==> src/sir_params.svh <==
/*
 Constants of the system interrupt router: address windows, source numbers,
 clock-lock masks, register offsets and field positions.
 Assumes it is included by its bare name from every design file that needs it.
*/
// Notes on behaviour
// - System registers decode inside top address window.
// - User peripherals decode in 16 KB slots.
// - Source 0 is the fast pin only.
// - Source 1 ORs seven system units.
// - Sources 2 to 28 fixed; 15,16 reserved.
// - Sources 29-31 are external pins, unclocked.
// - Clock set/clear ignore locked identifier bits.
// - System clocks always on; ids 0 and 20 interrupt-only.
// - Eight priority levels with nested preemption.
// - Per-source mask, edge or level, polarity.
// - Vector per source; vector read returns current.
// - Fast forcing moves sources to fast line.
// - Protect mode suppresses the vector-read entry; the spurious flag is still set.
`ifndef SIR_PARAMS_SVH
`define SIR_PARAMS_SVH

// Address windows.
`define SIR_SYS_LO          32'hffffe800
`define SIR_SYS_HI          32'hffffffff
`define SIR_USR_LO          32'hfffa0000
`define SIR_USR_HI          32'hfffcffff
`define SIR_USR_SLOT_SHIFT  14

// Source numbering and locked bits.
`define SIR_NUM_SRC         32
`define SIR_NUM_SYS         7
`define SIR_RESERVED_MASK   32'h00018000
`define SIR_CLK_LOCK_MASK   32'he0100003
`define SIR_CLK_LOCK_VAL    32'h00000002

// Source mode fields and reset value.
`define SIR_MODE_W          7
`define SIR_MODE_POL_BIT    5
`define SIR_MODE_EDGE_BIT   6
`define SIR_MODE_RST        7'h20

// Register byte offsets (address bits 8:0).
`define SIR_OFS_MODE        9'h000
`define SIR_OFS_VEC         9'h080
`define SIR_OFS_IVR         9'h100
`define SIR_OFS_CUR         9'h104
`define SIR_OFS_EN_SET      9'h108
`define SIR_OFS_EN_CLR      9'h10c
`define SIR_OFS_EN          9'h110
`define SIR_OFS_PEND        9'h114
`define SIR_OFS_FFORCE      9'h118
`define SIR_OFS_EOC         9'h11c
`define SIR_OFS_DBG         9'h120
`define SIR_OFS_CLK_SET     9'h124
`define SIR_OFS_CLK_CLR     9'h128
`define SIR_OFS_CLK         9'h12c
`define SIR_OFS_STS         9'h130
`define SIR_OFS_MSK         9'h134
`define SIR_OFS_PROBE       9'h138
`define SIR_OFS_DEC         9'h13c
`define SIR_OFS_RAW         9'h140
`define SIR_OFS_SPUR        9'h144
`define SIR_OFS_PEND_CLR    9'h148

// Status event bits.
`define SIR_EV_NORM         0
`define SIR_EV_FAST         1
`define SIR_EV_OVF          2
`define SIR_EV_SPUR         3

`endif

==> src/sir_pkg.sv <==
/*
 Types shared by the system interrupt router.
 Assumes nothing beyond a SystemVerilog compiler.
*/
package sir_pkg;
   typedef logic [4:0]  sir_src_id_t;
   typedef logic [2:0]  sir_prio_t;
   typedef logic [31:0] sir_word_t;
endpackage : sir_pkg

==> src/sir_src_cond.sv <==
/*
 One interrupt source conditioner: edge or level detection with polarity.
 Assumes the raw input is synchronous to i_clk.
*/
`timescale 1ns/1ps
module sir_src_cond
   import sir_pkg::*;
(
   // Clock and reset.
   input  wire logic       i_clk,
   input  wire logic       i_sys_rst,
   // Source and control.
   input  wire logic       i_raw,
   input  wire logic       i_edge_mode,
   input  wire logic       i_pol_high,
   input  wire logic       i_clr,
   // Result.
   output logic            o_pend
);
   logic raw_q;
   logic edge_pend_q;
   logic active;
   logic edge_hit;

   // Polarity folds both edge and level variants onto one active sense.
   assign active   = i_pol_high ? i_raw : ~i_raw;
   assign edge_hit = i_pol_high ? (i_raw & ~raw_q) : (~i_raw & raw_q);
   assign o_pend   = i_edge_mode ? edge_pend_q : active;

   // A new edge in the clearing cycle wins, so no event is lost. The input is
   // tracked through reset, so a pin already active at release is no edge, and
   // edges are kept only in edge mode, so a later mode switch finds no stale event.
   always_ff @(posedge i_clk) begin
      if (i_sys_rst) begin
         raw_q       <= i_raw;
         edge_pend_q <= 1'b0;
      end else begin
         raw_q       <= i_raw;
         edge_pend_q <= i_edge_mode & (edge_hit | (edge_pend_q & ~i_clr));
      end
   end
endmodule : sir_src_cond

==> src/sir_top.sv <==
/*
 System interrupt router: source assembly, vectored priority controller,
 clock-lock filter for the peripheral clock enables and address decode probe.
 Assumes an Avalon-MM master with waitrequest on i_clk and synchronous inputs.
*/
// Design decisions made here: the Avalon-MM interface to the registers and the register addresses.
`timescale 1ns/1ps
`include "sir_params.svh"
module sir_top
   import sir_pkg::*;
#(
   parameter int STACK_DEPTH = 8
)(
   // Clock and reset.
   input  wire logic        i_clk,
   input  wire logic        i_sys_rst,
   // Avalon-MM slave.
   input  wire logic [8:0]  i_avs_address,
   input  wire logic        i_avs_read,
   input  wire logic        i_avs_write,
   input  wire logic [31:0] i_avs_writedata,
   input  wire logic [3:0]  i_avs_byteenable,
   output logic [31:0]      o_avs_readdata,
   output logic             o_avs_waitrequest,
   // Interrupt sources.
   input  wire logic        i_fast_request_pin,
   input  wire logic [6:0]  i_system_block_irq,
   input  wire logic [26:0] i_periph_irq,
   input  wire logic [2:0]  i_ext_request_pins,
   // Core lines, clock enables and own interrupt.
   output logic             o_core_normal_irq_line_n,
   output logic             o_core_fast_irq_line_n,
   output logic [31:0]      o_periph_clk_en,
   output logic             o_irq
);
   localparam logic [31:0] RES_MASK  = `SIR_RESERVED_MASK;
   localparam logic [31:0] LOCK_MASK = `SIR_CLK_LOCK_MASK;
   localparam logic [31:0] LOCK_VAL  = `SIR_CLK_LOCK_VAL;
   localparam logic [3:0]  DEPTH     = 4'(STACK_DEPTH);

   //////////////////////////////////////////////////////////////////////////
   // Functions.

   // Byte-lane merge of a write into an old value.
   function automatic sir_word_t sir_be_merge(input sir_word_t old_v,
                                              input sir_word_t new_v,
                                              input logic [3:0] be);
      sir_word_t r;
      r = old_v;
      for (int b = 0; b < 4; b++) begin
         if (be[b]) begin
            r[b*8 +: 8] = new_v[b*8 +: 8];
         end
      end
      return r;
   endfunction : sir_be_merge

   // Address probe: bit0 system window, bit1 user window, bits 7:4 slot.
   function automatic sir_word_t sir_addr_decode(input sir_word_t a);
      sir_word_t r;
      sir_word_t off;
      r   = 32'h0000_0000;
      off = a - `SIR_USR_LO;
      r[0] = (a >= `SIR_SYS_LO) && (a <= `SIR_SYS_HI);
      r[1] = (a >= `SIR_USR_LO) && (a <= `SIR_USR_HI);
      if (r[1]) begin
         r[7:4] = 4'(off >> `SIR_USR_SLOT_SHIFT);
      end
      return r;
   endfunction : sir_addr_decode

   // Highest-priority candidate; the lowest number wins a tie.
   function automatic logic [8:0] sir_pick(input logic [31:0] cand,
                                           input logic [95:0] pr);
      logic       f;
      sir_src_id_t id;
      sir_prio_t   p;
      f  = 1'b0;
      id = 5'h00;
      p  = 3'h0;
      for (int i = 1; i < 32; i++) begin
         if (cand[i] && (!f || pr[i*3 +: 3] > p)) begin
            f  = 1'b1;
            id = 5'(i);
            p  = pr[i*3 +: 3];
         end
      end
      return {f, id, p};
   endfunction : sir_pick

   //////////////////////////////////////////////////////////////////////////
   // State.

   logic [`SIR_MODE_W-1:0] mode_q [`SIR_NUM_SRC];
   sir_word_t   vec_q [`SIR_NUM_SRC];
   sir_src_id_t stk_id_q [STACK_DEPTH];
   sir_prio_t   stk_pr_q [STACK_DEPTH];
   logic [3:0]  sp_q;
   sir_word_t   en_q, ff_q, clk_q, sts_q, msk_q, probe_q, spur_q;
   logic        protect_q, wait_q, norm_n_q, fast_n_q, irq_q;
   logic        norm_req_q, fast_req_q;
   logic        ivr_ok_q;
   sir_src_id_t ivr_id_q;
   sir_prio_t   ivr_pr_q;
   sir_word_t   rdata_q;

   //////////////////////////////////////////////////////////////////////////
   // Source assembly.

   sir_word_t src_raw, pend, clr_vec, cand_norm, cand_fast;
   logic [95:0] prio_flat;

   // Source 0 fast pin, 1 wired-OR level, 2..28 fixed, 29..31 external pins.
   assign src_raw = {i_ext_request_pins,
                     i_periph_irq & ~RES_MASK[28:2],
                     |i_system_block_irq,
                     i_fast_request_pin};

   for (genvar g = 0; g < `SIR_NUM_SRC; g++) begin : g_src
      sir_src_cond u_cond (
         .i_clk       (i_clk),
         .i_sys_rst   (i_sys_rst),
         .i_raw       (src_raw[g]),
         .i_edge_mode (mode_q[g][`SIR_MODE_EDGE_BIT]),
         .i_pol_high  (mode_q[g][`SIR_MODE_POL_BIT]),
         .i_clr       (clr_vec[g]),
         .o_pend      (pend[g])
      );
      assign prio_flat[g*3 +: 3] = mode_q[g][2:0];
   end

   //////////////////////////////////////////////////////////////////////////
   // Bus decode.

   logic        req, cap, acc, acc_wr, acc_rd;
   logic [8:0]  adr;
   logic [4:0]  aidx;
   logic        sel_mode, sel_vec;
   sir_word_t   wmask, rd_mux, probe_dec;

   assign req      = i_avs_read | i_avs_write;
   assign cap      = req & wait_q;
   assign acc      = req & ~wait_q;
   assign acc_wr   = acc & i_avs_write;
   assign acc_rd   = acc & i_avs_read;
   assign adr      = {i_avs_address[8:2], 2'b00};
   assign aidx     = i_avs_address[6:2];
   assign sel_mode = (adr[8:7] == 2'b00);
   assign sel_vec  = (adr[8:7] == 2'b01);
   assign wmask    = sir_be_merge(32'h0000_0000, i_avs_writedata, i_avs_byteenable);
   // Decode of the probe register, shared by the read path and the checks.
   assign probe_dec = sir_addr_decode(probe_q);

   //////////////////////////////////////////////////////////////////////////
   // Priority controller.

   logic [8:0]  pick;
   logic        best_ok, norm_req, fast_req, entry, eoc, ivr_wr_entry;
   sir_src_id_t best_id;
   sir_prio_t   best_pr, top_pr;
   sir_src_id_t cur_id;

   // Fast-forced sources never compete for the normal line.
   // Reserved sources are dropped after conditioning too, since an inverted
   // level mode would otherwise make their grounded inputs pend.
   assign cand_norm = pend & en_q & ~ff_q & ~RES_MASK & 32'hffff_fffe;
   assign cand_fast = pend & en_q & ~RES_MASK & (ff_q | 32'h0000_0001);
   assign pick      = sir_pick(cand_norm, prio_flat);
   assign best_ok   = pick[8];
   assign best_id   = pick[7:3];
   assign best_pr   = pick[2:0];
   assign top_pr    = (sp_q == 4'h0) ? 3'h0 : stk_pr_q[3'(sp_q - 4'h1)];
   assign cur_id    = (sp_q == 4'h0) ? 5'h00 : stk_id_q[3'(sp_q - 4'h1)];
   assign norm_req  = best_ok && ((sp_q == 4'h0) || (best_pr > top_pr));
   assign fast_req  = |cand_fast;
   // In protect mode a read of the vector does no entry but can still flag spurious; a write does the entry.
   assign ivr_wr_entry = acc_wr && (adr == `SIR_OFS_IVR) && protect_q;
   assign entry     = ((acc_rd && !protect_q) || ivr_wr_entry) && (adr == `SIR_OFS_IVR)
                      && ivr_ok_q;
   assign eoc       = acc_wr && (adr == `SIR_OFS_EOC) && (sp_q != 4'h0);
   assign clr_vec   = ((acc_wr && adr == `SIR_OFS_PEND_CLR) ? wmask : 32'h0000_0000)
                    | (entry ? (32'h0000_0001 << ivr_id_q) : 32'h0000_0000);

   // Nesting stack of serviced sources.
   always_ff @(posedge i_clk) begin
      if (i_sys_rst) begin
         sp_q <= 4'h0;
      end else if (entry && sp_q != DEPTH) begin
         stk_id_q[3'(sp_q)] <= ivr_id_q;
         stk_pr_q[3'(sp_q)] <= ivr_pr_q;
         sp_q               <= sp_q + 4'h1;
      end else if (eoc) begin
         sp_q <= sp_q - 4'h1;
      end
   end

   //////////////////////////////////////////////////////////////////////////
   // Registers.

   sir_word_t clk_mask_wr, sts_set;

   // Locked identifiers are filtered out of every clock set or clear.
   assign clk_mask_wr = wmask & ~LOCK_MASK;
   assign sts_set = {28'h0000000,
                     (acc_rd && adr == `SIR_OFS_IVR && !ivr_ok_q),
                     (entry && sp_q == DEPTH),
                     (fast_req && !fast_req_q),
                     (norm_req && !norm_req_q)};

   always_ff @(posedge i_clk) begin
      if (i_sys_rst) begin
         for (int i = 0; i < `SIR_NUM_SRC; i++) begin
            mode_q[i] <= `SIR_MODE_RST;
            vec_q[i]  <= 32'h0000_0000;
         end
         en_q      <= 32'h0000_0000;
         ff_q      <= 32'h0000_0000;
         clk_q     <= LOCK_VAL;
         sts_q     <= 32'h0000_0000;
         msk_q     <= 32'h0000_0000;
         probe_q   <= 32'h0000_0000;
         spur_q    <= 32'h0000_0000;
         protect_q <= 1'b0;
      end else begin
         // Hardware set wins over a same-cycle write-one clear.
         sts_q <= (sts_q & ~((acc_wr && adr == `SIR_OFS_STS) ? wmask : 32'h0)) | sts_set;
         if (acc_wr) begin
            if (sel_mode) begin
               mode_q[aidx] <= 7'(sir_be_merge(32'(mode_q[aidx]), i_avs_writedata,
                                               i_avs_byteenable));
            end
            if (sel_vec) begin
               vec_q[aidx] <= sir_be_merge(vec_q[aidx], i_avs_writedata,
                                           i_avs_byteenable);
            end
            case (adr)
               `SIR_OFS_EN_SET:  en_q      <= en_q | wmask;
               `SIR_OFS_EN_CLR:  en_q      <= en_q & ~wmask;
               `SIR_OFS_FFORCE:  ff_q      <= sir_be_merge(ff_q, i_avs_writedata,
                                                           i_avs_byteenable) & 32'hffff_fffe;
               `SIR_OFS_DBG:     protect_q <= wmask[0] | (protect_q & ~i_avs_byteenable[0]);
               `SIR_OFS_CLK_SET: clk_q     <= clk_q | clk_mask_wr;
               `SIR_OFS_CLK_CLR: clk_q     <= clk_q & ~clk_mask_wr;
               `SIR_OFS_MSK:     msk_q     <= sir_be_merge(msk_q, i_avs_writedata,
                                                           i_avs_byteenable);
               `SIR_OFS_PROBE:   probe_q   <= sir_be_merge(probe_q, i_avs_writedata,
                                                           i_avs_byteenable);
               `SIR_OFS_SPUR:    spur_q    <= sir_be_merge(spur_q, i_avs_writedata,
                                                           i_avs_byteenable);
               default:          ;
            endcase
         end
      end
   end

   //////////////////////////////////////////////////////////////////////////
   // Read path. Data is captured in the first request cycle and the winner
   // is latched with it, so the entry pushes exactly the vector handed out.

   always_comb begin
      rd_mux = 32'h0000_0000;
      if (sel_mode) begin
         rd_mux = 32'(mode_q[aidx]);
      end else if (sel_vec) begin
         rd_mux = vec_q[aidx];
      end else begin
         case (adr)
            `SIR_OFS_IVR:  rd_mux = norm_req ? vec_q[best_id] : spur_q;
            `SIR_OFS_CUR:  rd_mux = 32'(cur_id);
            `SIR_OFS_EN:   rd_mux = en_q;
            `SIR_OFS_PEND: rd_mux = pend;
            `SIR_OFS_FFORCE: rd_mux = ff_q;
            `SIR_OFS_DBG:  rd_mux = 32'(protect_q);
            `SIR_OFS_CLK:  rd_mux = clk_q;
            `SIR_OFS_STS:  rd_mux = sts_q;
            `SIR_OFS_MSK:  rd_mux = msk_q;
            `SIR_OFS_PROBE: rd_mux = probe_q;
            `SIR_OFS_DEC:  rd_mux = probe_dec;
            `SIR_OFS_RAW:  rd_mux = src_raw;
            `SIR_OFS_SPUR: rd_mux = spur_q;
            default:       rd_mux = 32'h0000_0000;
         endcase
      end
   end

   // Bus handshake and registered outputs.
   always_ff @(posedge i_clk) begin
      if (i_sys_rst) begin
         wait_q     <= 1'b1;
         rdata_q    <= 32'h0000_0000;
         ivr_ok_q   <= 1'b0;
         ivr_id_q   <= 5'h00;
         ivr_pr_q   <= 3'h0;
         norm_n_q   <= 1'b1;
         fast_n_q   <= 1'b1;
         norm_req_q <= 1'b0;
         fast_req_q <= 1'b0;
         irq_q      <= 1'b0;
      end else begin
         wait_q     <= ~cap;
         norm_n_q   <= ~norm_req;
         fast_n_q   <= ~fast_req;
         norm_req_q <= norm_req;
         fast_req_q <= fast_req;
         irq_q      <= |(sts_q & msk_q);
         if (cap) begin
            rdata_q  <= i_avs_read ? rd_mux : 32'h0000_0000;
            ivr_ok_q <= norm_req;
            ivr_id_q <= best_id;
            ivr_pr_q <= best_pr;
         end
      end
   end

   assign o_avs_readdata           = rdata_q;
   assign o_avs_waitrequest        = wait_q;
   assign o_core_normal_irq_line_n = norm_n_q;
   assign o_core_fast_irq_line_n   = fast_n_q;
   assign o_periph_clk_en          = clk_q;
   assign o_irq                    = irq_q;
endmodule : sir_top

==> config.mk <==
export PLATFORM = sky130hd
export DESIGN_NAME = sir_top
export DESIGN_NICKNAME = d
export VERILOG_FILES = /design/src/sir_pkg.sv /design/src/sir_src_cond.sv /design/src/sir_top.sv
export VERILOG_INCLUDE_DIRS = /design/src
export SDC_FILE = /design/constraint.sdc
export NUM_CORES = 2
export LEC_CHECK = 0
export BUFFER_PORTS_ARGS = -buffer_cell sky130_fd_sc_hd__buf_2
export CELL_PAD_IN_SITES_DETAIL_PLACEMENT = 0
export CELL_PAD_IN_SITES_GLOBAL_PLACEMENT = 1
export CORE_MARGIN = 2
export CORE_UTILIZATION = 25
export DETAILED_ROUTE_END_ITERATION = 10
export GPL_ROUTABILITY_DRIVEN = 0
export HOLD_SLACK_MARGIN = 0.1
export PLACE_DENSITY_LB_ADDON = 0.2
export SYNTH_ARGS = -nofsm -noshare
export SYNTH_HDL_FRONTEND = slang
export SYNTH_HIERARCHICAL = 1
export SYNTH_SLANG_ARGS = --single-unit
==> constraint.sdc <==
create_clock -name i_clk -period 55.6 [get_ports i_clk]
set_clock_uncertainty 0.15 [all_clocks]
set_input_delay 5.56 -clock i_clk [delete_from_list [all_inputs] [get_ports i_clk]]
set_output_delay 5.56 -clock i_clk [all_outputs]
set_load 0.05 [all_outputs]
==> results.ini <==
[status]
status=finished, violations left
failed_checks=capacitance limit, slew limit

[global_routing]
grt_max_degree=172
grt_antenna_before_repair=74
grt_pass1_vias=66000
grt_usage_pct=24.6
gr-total-overflow=0
grt_first_pass_wirelength_mm=588

[sta]
finalHoldViolations=0
min_period_ns=52.47
worstMarginPinSlew_ns=3.25
slew_headroom_pct=-119
max_freq_ghz=0.0191
fin_ws_ns=3.13
finalSetupViolations=0
fin_crit_sh_pct=94.4
finalMaxSlewViolations=5

[logic_synthesis]
yosysSeqAreaShare_pct=54.0
synthCells=7753
synthTopCellsByArea=edfxtp_1 46%, mux4_2 11%, dfxtp_1 7.8%
synth_area_um2=85400
synth_edf_count=1312
netlist-cell-type-count=109
synthFlopType=edfxtp_1
synth_top_area_share_pct=46.2
async_flop_share_pct=0
yosysWarningCount=6
avgSynthCellArea_um2=11.0
synth-seq-cells=1645
yosysTopAreaCell=edfxtp_1

[cts]
htree_num_levels=4
root_buffer=clkbuf_16
cts.path.max_buffers=4
numCtsBuffers=199
cts_tree=built
cts_sinks=1645
worst_skew_pair.late_latency_ns=0.90
clk_pin_slew_ns=0.06

[critical_path]
cp.buffers_inverters=15
max_stage_delay_ns=0.60
rr_worst_depth=225
cpLargestDelayFamily=compound AO/OA/AOI/OAI gates
path_max_fanout=19
crit_type=in -> reg
critPathArrivalTime_ns=53.06
crit_path_end_kind=register
setup.worst_path.start=i_system_block_irq[2]
crit_end=o_avs_readdata[5]
critPathMostFrequentCell=ha_1
cp-start-kind=input port
r2r_slack_ns=8.14
r2r_end=o_avs_readdata[5]
reg2reg_from=mode_q[1][5]
cp.depth=228
slowest_stage=nand4_1
required_ns=56.19

[drt]
firstDrtPassIters=9
drc=0
drtIter0Drc=9204
antenna_left=0
routedWlPerCell_um=35.5
totalWireLength_mm=439
vias=69000
via_per_inst=5.57

[finish]
finalInstanceArea_um2=98000
layout.nets=7818
final_cell_mix=1544 x nor2_1, 1312 x edfxtp_1, 969 x nand2_1
final_common_cell=nor2_1
drive_gt1_share_pct=16.7
final_cells=12400
areaGrowthSynthToFinish_pct=14.8

[floorplan]
ios=155
fp.dieH_um=588
core_um2=340000
die_x_um=588
start_util_pct=25.1
dieArea_um2=346000
rows=214

[worst_hold_path]
hold_class=reg -> reg

[placed_design]
dp_slack_ns=0.342
place_area_um2=91500
place_inst=12000
port_buffers=144
dp_hpwl_mm=282

[power_and_ir_drop]
p_leak_nw=33.0
power.density_nw_per_um2=30.2
ir_drop_mv=0.0260

[flow_run]
cap_viol_max_count=1

==> synth_stat cells, types with 36 or more instances <==
master	number
nand3_1	325
nand3b_1	44
a311oi_1	70
ha_1	68
mux4_2	406
a22oi_1	99
edfxtp_1	1312
mux2_2	55
clkbuf_1	472
buf_2	96
mux2i_1	226
inv_1	99
a21oi_1	157
nand2b_1	122
nor2_1	1550
a221o_1	36
nand4_1	100
dfxtp_1	333
nand2_1	999
buf_1	67
a221oi_1	59
o22ai_1	44
a31oi_1	161
o21ai_0	146
nor3_1	67
==> cells by family after synthesis <==
group,after synthesis,share of synthesized area (%)
other cells,2,0.00880
fa+ha+maj,73,1.06
xor+xnor,35,0.359
buf+inv,765,3.65
compound gates,1116,9.38
simple gates,3430,17.5
flops,1645,54.0
mux,687,14.1
==> worst min path at each step <==
| stage | from | end | slack, ns | cells after the start |
|---|---|---|---|---|
| floorplan | fast_req_q | sts_q[1] | 0.24 | 1 |
| global placement | fast_req_q | sts_q[1] | 0.26 | 1 |
| detailed placement | fast_req_q | sts_q[1] | 0.27 | 1 |
| CTS | fast_req_q | sts_q[1] | 0.28 | 1 |
| global route | fast_req_q | sts_q[1] | 0.30 | 1 |
| finish | fast_req_q | sts_q[1] | 0.29 | 1 |
==> power by group <==
group | internal, W | switching, W
combinational | 0.0000740 | 0.000187
clock | 0.000756 | 0.000561
sequential | 0.00136 | 0.0000219
total | 0.00219 | 0.000771
==> sequential cells by signal, indices dropped and copies added, names as in the netlist, 3 cells and up, named ones only <==
register / count
ff_q: 31
g_src.u_cond/edge_pend_q: 32
g_src.u_cond/raw_q: 32
ivr_id_q: 5
ivr_pr_q: 3
mode_q: 224
msk_q: 32
o_avs_readdata: 32
probe_q: 32
sp_q: 4
spur_q: 32
stk_id_q: 40
stk_pr_q: 24
sts_q: 32
vec_q: 1024
==> area by class of cell <==
class	count	area [um2]
Timing Repair Buffer	360	2530
Inverter	100	375
Fill cell	35200	242000
Sequential cell	1645	46100
Tap cell	4536	5680
Antenna cell	17	42.5
Clock buffer	264	5390
Clock inverter	90	886
Multi-Input combinational cell	5357	37000
==> metrics by stage <==
step	hold slack [ns]	TNS (ns)	util, %	total power [W]
2_1_floorplan	0.241	0	-	0.00154
3_3_place_gp	0.257	0	26.9	0.00166
3_5_place_dp	0.270	0	26.9	0.00166
4_1_cts	0.281	0	28.8	0.00298
5_1_grt	0.303	-0.0276	28.8	0.00303
6_report	0.286	0	28.8	0.00296
==> metal layers <==
metal / share of wire, % / GRT usage (%)
met1: 41 / 32.5
met2: 45 / 39.0
met3: 8.3 / 4.13
met4: 5.8 / 11.9
met5: 0.0061 / 0
==> what timing repair did <==
item / CTS / global route
setup buffers: 0 / 8
endpoints found under the setup margin: 0 / 44
hold endpoints to repair: 0 / 0
hold buffers: 0 / 0
gates resized for setup: 0 / 23
No activity file was read; power rests on OpenSTA's default activity.
